File: config.mk
export PLATFORM = sky130hd
export DESIGN_NAME = pmr_regs
export DESIGN_NICKNAME = d
export VERILOG_FILES = /design/src/pmr_pkg.sv /design/src/pmr_sync.sv /design/src/pmr_wake_ctl.sv /design/src/pmr_regs.sv
export SDC_FILE = /design/constraint.sdc
export NUM_CORES = 1
export LEC_CHECK = 0
export ABC_AREA = 0
export ABC_CLOCK_PERIOD_IN_PS = 2730
export BUFFER_PORTS_ARGS = -buffer_cell sky130_fd_sc_hd__buf_4
export CAP_MARGIN = 10
export CORE_MARGIN = 2
export CORE_UTILIZATION = 40
export CTS_BUF_LIST = sky130_fd_sc_hd__clkbuf_2 sky130_fd_sc_hd__clkbuf_4 sky130_fd_sc_hd__clkbuf_8
export DETAILED_ROUTE_END_ITERATION = 10
export GPL_TIMING_DRIVEN = 0
export PLACE_DENSITY = 0.85
export SLEW_MARGIN = 5
export SYNTH_ARGS = -nofsm -noshare
export SYNTH_HDL_FRONTEND = slang
export SYNTH_HIERARCHICAL = 1
export SYNTH_SLANG_ARGS = --single-unit
File: constraint.sdc
create_clock -name ref_clk -period 2.73 [get_ports ref_clk]
set_clock_uncertainty 0.2 [all_clocks]
set_input_delay 0.4095 -clock ref_clk [delete_from_list [all_inputs] [get_ports ref_clk]]
set_output_delay 0.4095 -clock ref_clk [all_outputs]
set_load 0.005 [all_outputs]
File: src/pmr_pkg.sv
// constants for the power management register bank
package pmr_pkg;

    // configuration dword addresses and word offsets (byte addresses)
    localparam logic [7:0]  CAP_DW_ADDR        = 8'hA0;
    localparam logic [7:0]  CTL_DW_ADDR        = 8'hA4;
    localparam logic [7:0]  CAP_WORD_OFFSET    = 8'hA2;
    localparam logic [7:0]  CTL_WORD_OFFSET    = 8'hA4;

    // capability word field positions
    localparam int          CAP_D3COLD_BIT     = 15;
    localparam int          CAP_AUX_BIT        = 4;
    localparam int          CAP_CLK_BIT        = 3;

    // capability word constant fields
    localparam logic [3:0]  CAP_WAKE_LOW_MASK  = 4'hF;
    localparam logic        CAP_STATE2_SUP     = 1'h1;
    localparam logic        CAP_STATE1_SUP     = 1'h1;
    localparam logic [2:0]  CAP_RSVD_VAL       = 3'h0;
    localparam logic        CAP_DSI_VAL        = 1'h0;
    localparam logic        CAP_AUX_REQUIRED   = 1'h1;
    localparam logic        CAP_WAKE_NEEDS_CLK = 1'h0;
    localparam logic [2:0]  CAP_VERSION        = 3'h2;
    localparam logic        CAP_D3COLD_RST     = 1'h1;

    // control/status word field positions
    localparam int          CTL_STATUS_BIT     = 15;
    localparam int          CTL_ENABLE_BIT     = 8;
    localparam int          CTL_STATE_LSB      = 0;
    localparam logic [1:0]  CTL_DATA_SCALE     = 2'h0;
    localparam logic [3:0]  CTL_DATA_SELECT    = 4'h0;
    localparam logic [5:0]  CTL_RSVD_VAL       = 6'h00;
    localparam logic [15:0] CTL_RST_VAL        = 16'h0000;

    // power state encodings
    localparam logic [1:0]  PS_D0              = 2'h0;
    localparam logic [1:0]  PS_D1              = 2'h1;
    localparam logic [1:0]  PS_D2              = 2'h2;
    localparam logic [1:0]  PS_D3HOT           = 2'h3;

    // length of the internal function reset after leaving D3hot
    localparam logic [3:0]  FUNC_RST_CYCLES    = 4'h8;

    typedef enum logic [0:0] {PMR_RUN, PMR_FUNC_RST} pmr_state_t;

endpackage : pmr_pkg

File: src/pmr_sync.sv
// three-stage pin synchroniser with agreement filter
`timescale 1ns/100ps
`default_nettype none
module pmr_sync #(
    parameter logic RST_VAL = 1'h1
) (
    // clock and reset
    input  wire logic ref_clk,
    input  wire logic rst,
    input  wire logic clkEn,
    // pin and synchronised level
    input  wire logic pinIn,
    output var  logic levelOut
);
    logic stage1_r;
    logic stage2_r;
    logic stage3_r;

    // stage1 feeds only stage2; output moves once stages two and three agree
    always_ff @(posedge ref_clk) begin
        if (rst) begin
            stage1_r <= RST_VAL;
            stage2_r <= RST_VAL;
            stage3_r <= RST_VAL;
            levelOut <= RST_VAL;
        end else if (clkEn) begin
            stage1_r <= pinIn;
            stage2_r <= stage1_r;
            stage3_r <= stage2_r;
            if (stage2_r == stage3_r) begin
                levelOut <= stage3_r;
            end
        end
    end
endmodule : pmr_sync
`default_nettype wire

File: src/pmr_wake_ctl.sv
// wake status flag, wake enable and wake output
`timescale 1ns/100ps
`default_nettype none
module pmr_wake_ctl (
    // clock and reset
    input  wire logic ref_clk,
    input  wire logic rst,
    input  wire logic clkEn,
    // event and register writes
    input  wire logic wakeEvent,
    input  wire logic statusClr,
    input  wire logic enableWr,
    input  wire logic enableVal,
    // state
    output var  logic wakeStatusFlag,
    output var  logic wakeEnableBit,
    output var  logic wakeOut_n
);
    logic statusNxt;
    logic enableNxt;

    // set wins over a clear in the same cycle
    assign statusNxt = wakeEvent | (wakeStatusFlag & ~statusClr);
    assign enableNxt = enableWr ? enableVal : wakeEnableBit;

    // only the global reset reaches these flops; bus reset never does
    always_ff @(posedge ref_clk) begin
        if (rst) begin
            wakeStatusFlag <= 1'h0;
            wakeEnableBit  <= 1'h0;
            wakeOut_n      <= 1'h1;
        end else if (clkEn) begin
            wakeStatusFlag <= statusNxt;
            wakeEnableBit  <= enableNxt;
            wakeOut_n      <= ~(statusNxt & enableNxt);
        end
    end
endmodule : pmr_wake_ctl
`default_nettype wire

File: src/pmr_regs.sv
// power management capability and control/status register bank
//
// Contract
// - D3cold wake bit writable, resets to one
// - capability bits 14..11 read as ones
// - bits 10 and 9 read as ones
// - bits 8..5 read as zero
// - aux bit reads zero unless bit15 set
// - bit 3 tells bus clock need
// - bits 2..0 read constant 010b
// - writable capability bit set to one by global reset
// - control/status survives internal D3hot reset
// - D3hot-to-D0 resets function, keeps wake context only if wake enable is set
// - wake event sets status regardless of enable
// - write one clears status; zero ignored
// - data scale and select read zero
// - wake driven only while enable set
// - bus reset never clears wake enable
// - control bits 7..2 read zero, ignore writes
// - power state field read and written
`timescale 1ns/100ps
`default_nettype none
module pmr_regs
    import pmr_pkg::*;
(
    // clock, global reset and clock enable
    input  wire logic        ref_clk,
    input  wire logic        rst,
    input  wire logic        clkEn,
    // bus reset pin, asynchronous to ref_clk
    input  wire logic        busReset_n,
    // configuration access port
    input  wire logic        cfgWrEn,
    input  wire logic        cfgRdEn,
    input  wire logic [7:0]  cfgAddr,
    input  wire logic [3:0]  cfgByteEn,
    input  wire logic [31:0] cfgWrData,
    output var  logic [31:0] cfgRdData,
    output var  logic        cfgRdValid,
    // wake source from the function logic
    input  wire logic        wakeEvent,
    // wake pin and function control
    output var  logic        wakeOut_n,
    output var  logic [1:0]  powerStateField,
    output var  logic        funcReset,
    output var  logic        wakeCtxKeep
);
    import pmr_pkg::*;

    // true when the access address falls inside the given dword
    function automatic logic hitDword(input logic [7:0] addr, input logic [7:0] base);
        hitDword = (addr[7:2] == base[7:2]);
    endfunction : hitDword

    // byte-lane merge for a 16-bit word held in the upper or lower half
    function automatic logic [15:0] laneMerge(input logic [15:0] oldVal,
                                              input logic [15:0] newVal,
                                              input logic [1:0]  lanes);
        laneMerge = oldVal;
        if (lanes[0]) begin
            laneMerge[7:0] = newVal[7:0];
        end
        if (lanes[1]) begin
            laneMerge[15:8] = newVal[15:8];
        end
    endfunction : laneMerge

    // ---------------------------------------------------------------
    // bus reset synchronisation
    // ---------------------------------------------------------------
    logic        busResetSync_n;

    pmr_sync #(
        .RST_VAL (1'h1)
    ) u_bus_reset_sync (
        .ref_clk  (ref_clk),
        .rst      (rst),
        .clkEn    (clkEn),
        .pinIn    (busReset_n),
        .levelOut (busResetSync_n)
    );

    logic        busRstActive;
    assign busRstActive = ~busResetSync_n;

    // ---------------------------------------------------------------
    // address decode
    // ---------------------------------------------------------------
    logic        capHit;
    logic        ctlHit;
    logic        capWr;
    logic        ctlWr;
    logic        capRd;
    logic        ctlRd;
    logic [15:0] capWrWord;
    logic [15:0] ctlWrWord;
    logic [1:0]  capLanes;
    logic [1:0]  ctlLanes;

    assign capHit    = hitDword(cfgAddr, CAP_DW_ADDR);
    assign ctlHit    = hitDword(cfgAddr, CTL_DW_ADDR);
    assign capWr     = cfgWrEn & capHit & ~busRstActive;
    assign ctlWr     = cfgWrEn & ctlHit & ~busRstActive;
    assign capRd     = cfgRdEn & capHit;
    assign ctlRd     = cfgRdEn & ctlHit;
    // capability word sits in the upper half, control/status in the lower
    assign capWrWord = cfgWrData[31:16];
    assign ctlWrWord = cfgWrData[15:0];
    assign capLanes  = cfgByteEn[3:2];
    assign ctlLanes  = cfgByteEn[1:0];

    // ---------------------------------------------------------------
    // capability word
    // ---------------------------------------------------------------
    logic        capD3coldWake_r;
    logic        capD3coldWake_nxt;
    logic [15:0] capMerged;
    logic        capAuxBit;
    logic [15:0] capWord;

    // only bit 15 is writable; firmware writes zero without aux supply
    assign capMerged         = laneMerge(capWord, capWrWord, capLanes);
    assign capD3coldWake_nxt = capWr ? capMerged[CAP_D3COLD_BIT] : capD3coldWake_r;

    assign capAuxBit = CAP_AUX_REQUIRED & capD3coldWake_r;

    assign capWord = {capD3coldWake_r,
                      CAP_WAKE_LOW_MASK,
                      CAP_STATE2_SUP,
                      CAP_STATE1_SUP,
                      CAP_RSVD_VAL,
                      CAP_DSI_VAL,
                      capAuxBit,
                      CAP_WAKE_NEEDS_CLK,
                      CAP_VERSION};

    // global reset is the only reset of this bit
    always_ff @(posedge ref_clk) begin
        if (rst) begin
            capD3coldWake_r <= CAP_D3COLD_RST;
        end else if (clkEn) begin
            capD3coldWake_r <= capD3coldWake_nxt;
        end
    end

    // ---------------------------------------------------------------
    // control/status word writes
    // ---------------------------------------------------------------
    logic [15:0] ctlMerged;
    logic        statusClr;
    logic        enableWr;
    logic        stateWr;
    logic [1:0]  stateWrVal;
    logic        leaveD3hot;

    // reserved and data fields are not stored, so writes there vanish
    assign ctlMerged  = laneMerge(CTL_RST_VAL, ctlWrWord, ctlLanes);
    assign statusClr  = ctlWr & ctlLanes[1] & ctlWrWord[CTL_STATUS_BIT];
    assign enableWr   = ctlWr & ctlLanes[1];
    assign stateWr    = ctlWr & ctlLanes[0];
    assign stateWrVal = ctlMerged[CTL_STATE_LSB +: 2];
    assign leaveD3hot = stateWr & (powerStateField == PS_D3HOT) & (stateWrVal == PS_D0);

    // ---------------------------------------------------------------
    // wake logic
    // ---------------------------------------------------------------
    logic        wakeStatusFlag;
    logic        wakeEnableBit;

    pmr_wake_ctl u_wake_ctl (
        .ref_clk        (ref_clk),
        .rst            (rst),
        .clkEn          (clkEn),
        .wakeEvent      (wakeEvent),
        .statusClr      (statusClr),
        .enableWr       (enableWr),
        .enableVal      (ctlMerged[CTL_ENABLE_BIT]),
        .wakeStatusFlag (wakeStatusFlag),
        .wakeEnableBit  (wakeEnableBit),
        .wakeOut_n      (wakeOut_n)
    );

    // ---------------------------------------------------------------
    // power state and internal function reset
    // ---------------------------------------------------------------
    pmr_state_t  fsmState_r;
    pmr_state_t  fsmState_nxt;
    logic [3:0]  rstCount_r;
    logic [3:0]  rstCount_nxt;
    logic [1:0]  powerState_nxt;
    logic        funcReset_nxt;
    logic        wakeCtxKeep_nxt;
    logic        rstDone;

    assign rstDone = (rstCount_r == 4'h1);

    // the bus reset returns to D0 but the internal pulse never touches this field
    assign powerState_nxt = busRstActive ? PS_D0 :
                            stateWr      ? stateWrVal : powerStateField;

    always_comb begin
        fsmState_nxt = fsmState_r;
        rstCount_nxt = rstCount_r;
        case (fsmState_r)
            PMR_RUN: begin
                if (leaveD3hot & ~busRstActive) begin
                    fsmState_nxt = PMR_FUNC_RST;
                    rstCount_nxt = FUNC_RST_CYCLES;
                end
            end
            PMR_FUNC_RST: begin
                if (rstDone) begin
                    fsmState_nxt = PMR_RUN;
                    rstCount_nxt = 4'h0;
                end else begin
                    rstCount_nxt = rstCount_r - 4'h1;
                end
            end
            default: begin
                fsmState_nxt = PMR_RUN;
                rstCount_nxt = 4'h0;
            end
        endcase
    end

    logic        enableNow;

    // an enable written in the same access as the D3hot exit already counts
    assign enableNow       = enableWr ? ctlMerged[CTL_ENABLE_BIT] : wakeEnableBit;
    assign funcReset_nxt   = (fsmState_nxt == PMR_FUNC_RST);
    // tells the function logic which wake context to preserve
    assign wakeCtxKeep_nxt = funcReset_nxt & enableNow;

    always_ff @(posedge ref_clk) begin
        if (rst) begin
            fsmState_r      <= PMR_RUN;
            rstCount_r      <= 4'h0;
            powerStateField <= PS_D0;
            funcReset       <= 1'h0;
            wakeCtxKeep     <= 1'h0;
        end else if (clkEn) begin
            fsmState_r      <= fsmState_nxt;
            rstCount_r      <= rstCount_nxt;
            powerStateField <= powerState_nxt;
            funcReset       <= funcReset_nxt;
            wakeCtxKeep     <= wakeCtxKeep_nxt;
        end
    end

    // ---------------------------------------------------------------
    // read path
    // ---------------------------------------------------------------
    logic [15:0] ctlWord;
    logic [31:0] rdMux;

    assign ctlWord = {wakeStatusFlag,
                      CTL_DATA_SCALE,
                      CTL_DATA_SELECT,
                      wakeEnableBit,
                      CTL_RSVD_VAL,
                      powerStateField};

    // list header and bridge extension bytes belong elsewhere and read zero here
    assign rdMux = capRd ? {capWord, 16'h0000} :
                   ctlRd ? {16'h0000, ctlWord} : 32'h0000_0000;

    // one-cycle answer; unmapped addresses answer with zero data
    always_ff @(posedge ref_clk) begin
        if (rst) begin
            cfgRdData  <= 32'h0000_0000;
            cfgRdValid <= 1'h0;
        end else if (clkEn) begin
            cfgRdData  <= rdMux;
            cfgRdValid <= cfgRdEn;
        end
    end

endmodule : pmr_regs
`default_nettype wire

---- After elaboration in Yosys (flattened, before gate mapping) ----
Index checks and enable logic that the tools add are counted.
cells by class
  bitwise gates (word level) .............. 19
  reduce and logical (&&, ||, !) cells .... 5
  equality and inequality tests ........... 7
  muxes and demuxes ....................... 13
  $add $sub $neg .......................... 1
operator list
  kind                                                  count
  two-way mux 32 bit                                    1
  two-way mux 16 bit                                    1
  AND 1 bit                                             15
  equality test 6 bit (second input constant)           2
  two-way mux 4 bit                                     2
  one-hot mux 4 bit (2 select lines)                    1
  two-way mux 2 bit                                     3
  AND reduction 2 bit                                   3
  equality test 4 x 1 -> 1 bit (second input constant)  1
  two-way mux 1 bit                                     4
  != test 2 bit (second input constant)                 2
  subtractor 4 x 1 -> 4 bit (second input constant)     1
  inverter 1 bit                                        3
  AND reduction 3 bit                                   1
  equality test 2 bit (second input constant)           1
  zero test 2 bit                                       1
  one-hot mux 1 bit (2 select lines)                    1
  equality test 1 bit                                   1
  bitwise OR 1 bit                                      1
storage, ports and cells
  logic and storage cells ................. 59
  register bits after elaboration ......... 49
  output and inout port bits .............. 38

---- Depth between registers and ports, before layout ----
  word-level depth ........................ 10
  mapped depth ............................ 6

---- Cells and area by module ----
Netlist, hierarchy kept.
modules (own cells, without submodules)
  module        cells an instance  seq. area each (um2)  times used  area each (um2)
  pmr_regs      125                320.3                 1           1,027.2
  pmr_sync      15                 80.1                  1           147.6
  pmr_wake_ctl  14                 60.1                  1           133.9

---- Least setup slack after synthesis ----
OpenSTA, ideal clock, no wires.
  kind .................................... input to register
  start point ............................. input port cfgAddr[6]
  end point ............................... register u_wake_ctl.wakeOut_n
  buffers on the path ..................... 0
  arrival time ............................ 1.817 ns
  cell stages on the path ................. 5
  path slack .............................. 0.579 ns
  cell sequence ........................... nand4bb_1 nor4_2 mux2i_1 and2_4 or4_4
on the way
  cells in the longest elaborated chain, start to end .. 10
  elaborated cells on any way between the ends .. 11
  classes of those cells .................. 1 x eq/ne; 1 x mux; 9 x bitwise
RTL lines
  element                     line                text
  start, declared             pmr_regs.sv:35      input wire logic [7:0] cfgAddr,
  equality test 6 bit (*)     pmr_regs.sv:52      hitDword = (addr[7:2] == base[7:2]);
  AND 1 bit (*) (2 in a row)  pmr_regs.sv:103     assign ctlWr = cfgWrEn & ctlHit & ~busRstActive;
  AND 1 bit (*)               pmr_regs.sv:159     assign enableWr = ctlWr & ctlLanes[1];
  via enableWr                pmr_regs.sv:151     logic enableWr;
  AND 1 bit                   pmr_regs.sv:158     assign statusClr = ctlWr & ctlLanes[1] & ctlWrWord[CTL_STATUS_BIT];
  inverter 1 bit              pmr_wake_ctl.sv:23  assign statusNxt = wakeEvent | (wakeStatusFlag & ~statusClr);
  AND 1 bit                   pmr_wake_ctl.sv:23
  bitwise OR 1 bit            pmr_wake_ctl.sv:23
  AND 1 bit (*)               pmr_wake_ctl.sv:35  wakeOut_n <= ~(statusNxt & enableNxt);
  inverter 1 bit (*)          pmr_wake_ctl.sv:35
  end signal, assigned        pmr_wake_ctl.sv:35
  end, declared               pmr_wake_ctl.sv:17  output var logic wakeOut_n
The timed path passes the listed nets; every way through them passes the cells marked *.
A chain may end at the register's enable or synchronous reset.

---- Final worst setup path ----
  start point ............................. register u_bus_reset_sync.levelOut
  end point ............................... register u_wake_ctl.wakeOut_n
on the way
  cells in the longest elaborated chain, start to end .. 8
  elaborated cells on any way between the ends .. 9
  classes of those cells .................. 1 x mux; 8 x bitwise
RTL lines
  element                 line                text
  start, declared         pmr_sync.sv:13      output var logic levelOut
  start signal, assigned  pmr_sync.sv:31      levelOut <= stage3_r;
  AND 1 bit (*)           pmr_regs.sv:103
  AND 1 bit (*)           pmr_regs.sv:159
  via enableWr            pmr_regs.sv:151
  AND 1 bit               pmr_regs.sv:158
  inverter 1 bit          pmr_wake_ctl.sv:23
  AND 1 bit               pmr_wake_ctl.sv:23
  bitwise OR 1 bit        pmr_wake_ctl.sv:23
  AND 1 bit (*)           pmr_wake_ctl.sv:35
  inverter 1 bit (*)      pmr_wake_ctl.sv:35
Marked as above.

==> flow_metrics.py <==
metrics = {
    "clock_tree": {
        "htreeDepth": 1,
        "cts_setup_buffers": 0,
        "clock-sinks": 23,
        "cts_tree": "yes",
        "clk_path_buf_depth": 2,
        "postCtsHoldBufs": 0,
        "cts_resized": 0,
        "clkTransAtPathRegs_ns": 0.12,
        "insertion_delay_ns": 0.31,
        "numCtsBuffers": 3,
        "root_buffer": "clkbuf_4",
    },
    "detailed_routing": {
        "viasPerCell": 4.56,
        "via_count": 1182,
        "routed_wl_um": 2750,
        "wl_per_cell_um": 10.6,
        "drcViolationCount": 0,
        "drtIter0Drc": 35,
        "drtAntennaViolNets": 0,
        "dr.pass1.iters": 4,
    },
    "grt": {
        "grt_usage": 0.157,
        "grt_pass1_vias": 1052,
        "antenna_found_initial": 0,
        "grt_overflow": 0,
        "grt_max_degree": 16,
        "grt_pass1_wl_um": 4410,
    },
    "sta": {
        "timing.setup.tns_ns": 0,
        "hold_viol_final": 0,
        "layout_setup_ws_ns": 0.558,
        "max_freq_ghz": 0.460,
        "finalCritPeriodShare": 0.795,
        "final_max_slew_viol_count": 0,
        "rsz0062_at_grt": "false",
        "period_minus_slack_ns": 2.17,
        "tightestPinTransition_ns": 0.504,
        "max-slew-margin-rel": 0.661,
        "report.final.setup_viol": 0,
    },
    "critical_path": {
        "slowest_stage": "dfxtp_1",
        "cp-end-kind": "flop",
        "crit_path_cell_trace": "inv_1 > nor4_2 > mux2i_1 > and2_4 > or4_4",
        "critPathLaunchType": "flop",
        "crit_type": "flop to flop",
        "cp.required_ns": 2.73,
        "worstPathMaxFanout": 9,
        "worstPathArrival_ns": 2.17,
        "max_stage_delay_ns": 0.52,
    },
    "power": {
        "switching_share": 0.239,
        "pwr-share-seq": 0.568,
        "powerDensity_mw_per_mm2": 349,
        "p_int_mw": 0.466,
        "clock_power_share": 0.274,
        "combPwrFrac": 0.158,
        "p_sw_mw": 0.146,
        "irDropWorstVdd_uv": 287,
        "power_leakage_nw": 0.817,
        "total_power_mw": 0.612,
    },
    "floorplan": {
        "die_area_mm2": 0.00375,
        "core_region_area_mm2": 0.00308,
        "io_pins": 89,
        "die_w_um": 61.2,
        "rows": 20,
        "die_h_um": 61.2,
        "start_util": 0.425,
    },
    "synth": {
        "ys_ff_latch": 23,
        "netlist.area_leader.share": 0.352,
        "avgSynthCellArea_um2": 8.50,
        "yosys_warnings": 6,
        "muxShareOfSynthArea": 0.0306,
        "netlist-cell-type-count": 37,
        "syn_inst": 154,
        "ys_seq_area_frac": 0.352,
        "synthesis.area_mm2": 0.00131,
        "synth_adder_area_share": 0.0191,
        "synthTopCellsByArea": "dfxtp_1, buf_4, a21oi_1, nand2b_1, nor2b_1",
        "yosys.area.top_type": "dfxtp_1",
        "synth_xor_area_frac": 0,
        "yosys.area_share.simple": 0.286,
        "synth_compound_area_frac": 0.129,
        "synth_top_family_by_area": "simple AND/OR/NAND/NOR gates",
    },
    "outcome": {
        "status": "completed",
    },
    "placement": {
        "dpl.hpwl_um": 2180,
        "portBuffers": 39,
        "post-place-ws_ns": 0.312,
        "place_congestion": 0.744,
    },
    "finish": {
        "final_layout_size_suffix_gt1_frac": 0.344,
        "final_cell_mix": "buf_4, dfxtp_1, conb_1, a21oi_1, nor2_1",
        "nets": 269,
        "diodes": 0,
        "fillCellCount": 298,
        "final_common_cell": "buf_4",
        "syn2layout_area_growth_pct": 34.0,
    },
    "flow_run": {
        "maxCapViolCount": 0,
    },
    "min_path": {
        "hold_class": "input port to flop",
    },
}
cells by family (layout without fill, tap and decap cells):
| group | after synthesis | after routing |
|---|---|---|
| AO/OA/AOI/OAI | 27 | 27 |
| adder cells (fa/ha/maj) | 2 | 2 |
| buffers and inverters | 37 | 80 |
| flip-flops | 23 | 23 |
| multiplexers | 4 | 4 |
| other | 1 | 19 |
| AND/OR/NAND/NOR | 60 | 60 |
area by class of cell:
class	count	area (µm²)	share of cell area
flip-flops and latches	23	460	0.262
multi-input cells	112	679	0.387
inverters	7	26.3	0.0150
repair buffers	39	293	0.167
plain buffers	30	210	0.120
clock buffers	4	30.0	0.0171
well taps	44	55.1	0.0314
worst max-delay path: cells and delay by family, from the launching register on:
| family | cells | cell delay [ns] |
|---|---|---|
| simple gates | 3 | 1.12 |
| flops | 1 | 0.52 |
| mux | 1 | 0.13 |
| buf+inv | 1 | 0.09 |
power groups by stage:
stage                     combinational [mW]  clock (mW)  sequential, mW
final                                 0.0969       0.168           0.347
after global routing                   0.108       0.187           0.348
after CTS                             0.0958       0.175           0.347
after detailed placement              0.0956           0           0.355
after global placement                0.0941           0           0.355
after floorplan                       0.0566           0           0.354
stage by stage:
stage | std cells | area [µm²] | util | hold slack (ns)
detailed placement | 255 | 1720 | 0.560 | 0.248
global route | 259 | 1750 | 0.570 | 0.0810
floorplan | 172 | 1380 | - | 0.231
CTS | 259 | 1750 | 0.570 | 0.0857
global placement | 255 | 1720 | 0.560 | 0.241
finish | 259 | 1750 | 0.570 | 0.0963
cell usage after synthesis:
master / number
nor2_1: 11
nand4_1: 1
o31ai_1: 1
nor4_2: 1
clkbuf_1: 4
nor4b_1: 1
buf_4: 26
and2_4: 1
a22oi_1: 1
dfxtp_1: 23
o21ai_0: 1
o2bb2ai_1: 1
conb_1: 1
mux2i_1: 4
a21oi_1: 15
a311oi_1: 1
or3b_2: 1
o32ai_1: 2
nor4_1: 2
or4_4: 2
nand2b_1: 8
ha_1: 2
a31oi_1: 1
nor3_1: 2
nor2b_1: 8
nand4b_1: 4
or3_1: 3
nand2_1: 6
a211o_1: 2
nand3_1: 3
nor3b_1: 1
or3b_1: 1
o21bai_1: 1
inv_1: 7
nand4bb_1: 2
and2_1: 2
a21boi_1: 1
state kept, by name, summed over array words and instances, names as in the netlist:
name                       flops
u_wake_ctl/wakeStatusFlag      1
cfgRdData                      6
powerStateField                2
cfgRdValid                     1
u_bus_reset_sync/stage3_r      1
wakeCtxKeep                    1
fsmState_r                     1
u_bus_reset_sync/stage1_r      1
u_wake_ctl/wakeOut_n           1
u_bus_reset_sync/stage2_r      1
u_wake_ctl/wakeEnableBit       1
u_bus_reset_sync/levelOut      1
capAuxBit                      1
rstCount_r                     4
layer usage:
| metal | global-route usage | part of all wire | routed length [µm] |
|---|---|---|---|
| met5 | 0 | 0 | 0 |
| met4 | 0.0497 | 0 | 0 |
| met3 | 0.0462 | 0.076 | 210 |
| met2 | 0.246 | 0.48 | 1320 |
| met1 | 0.208 | 0.45 | 1230 |
final timing paths:
check	startpoint	end	slack, ns	cells past startpoint
max	u_bus_reset_sync/levelOut$_SDFFE_PP1P_	u_wake_ctl/wakeOut_n$_SDFFE_PP1P_	0.56	5
min	busReset_n	u_bus_reset_sync/stage1_r$_SDFFE_PP1P_	0.1	2
max reg2reg	u_bus_reset_sync/levelOut$_SDFFE_PP1P_	u_wake_ctl/wakeOut_n$_SDFFE_PP1P_	0.56	5
min reg2reg	u_bus_reset_sync/stage1_r$_SDFFE_PP1P_	u_bus_reset_sync/stage2_r$_SDFFE_PP1P_	0.27	1
No activity file was read; power rests on OpenSTA's default activity.
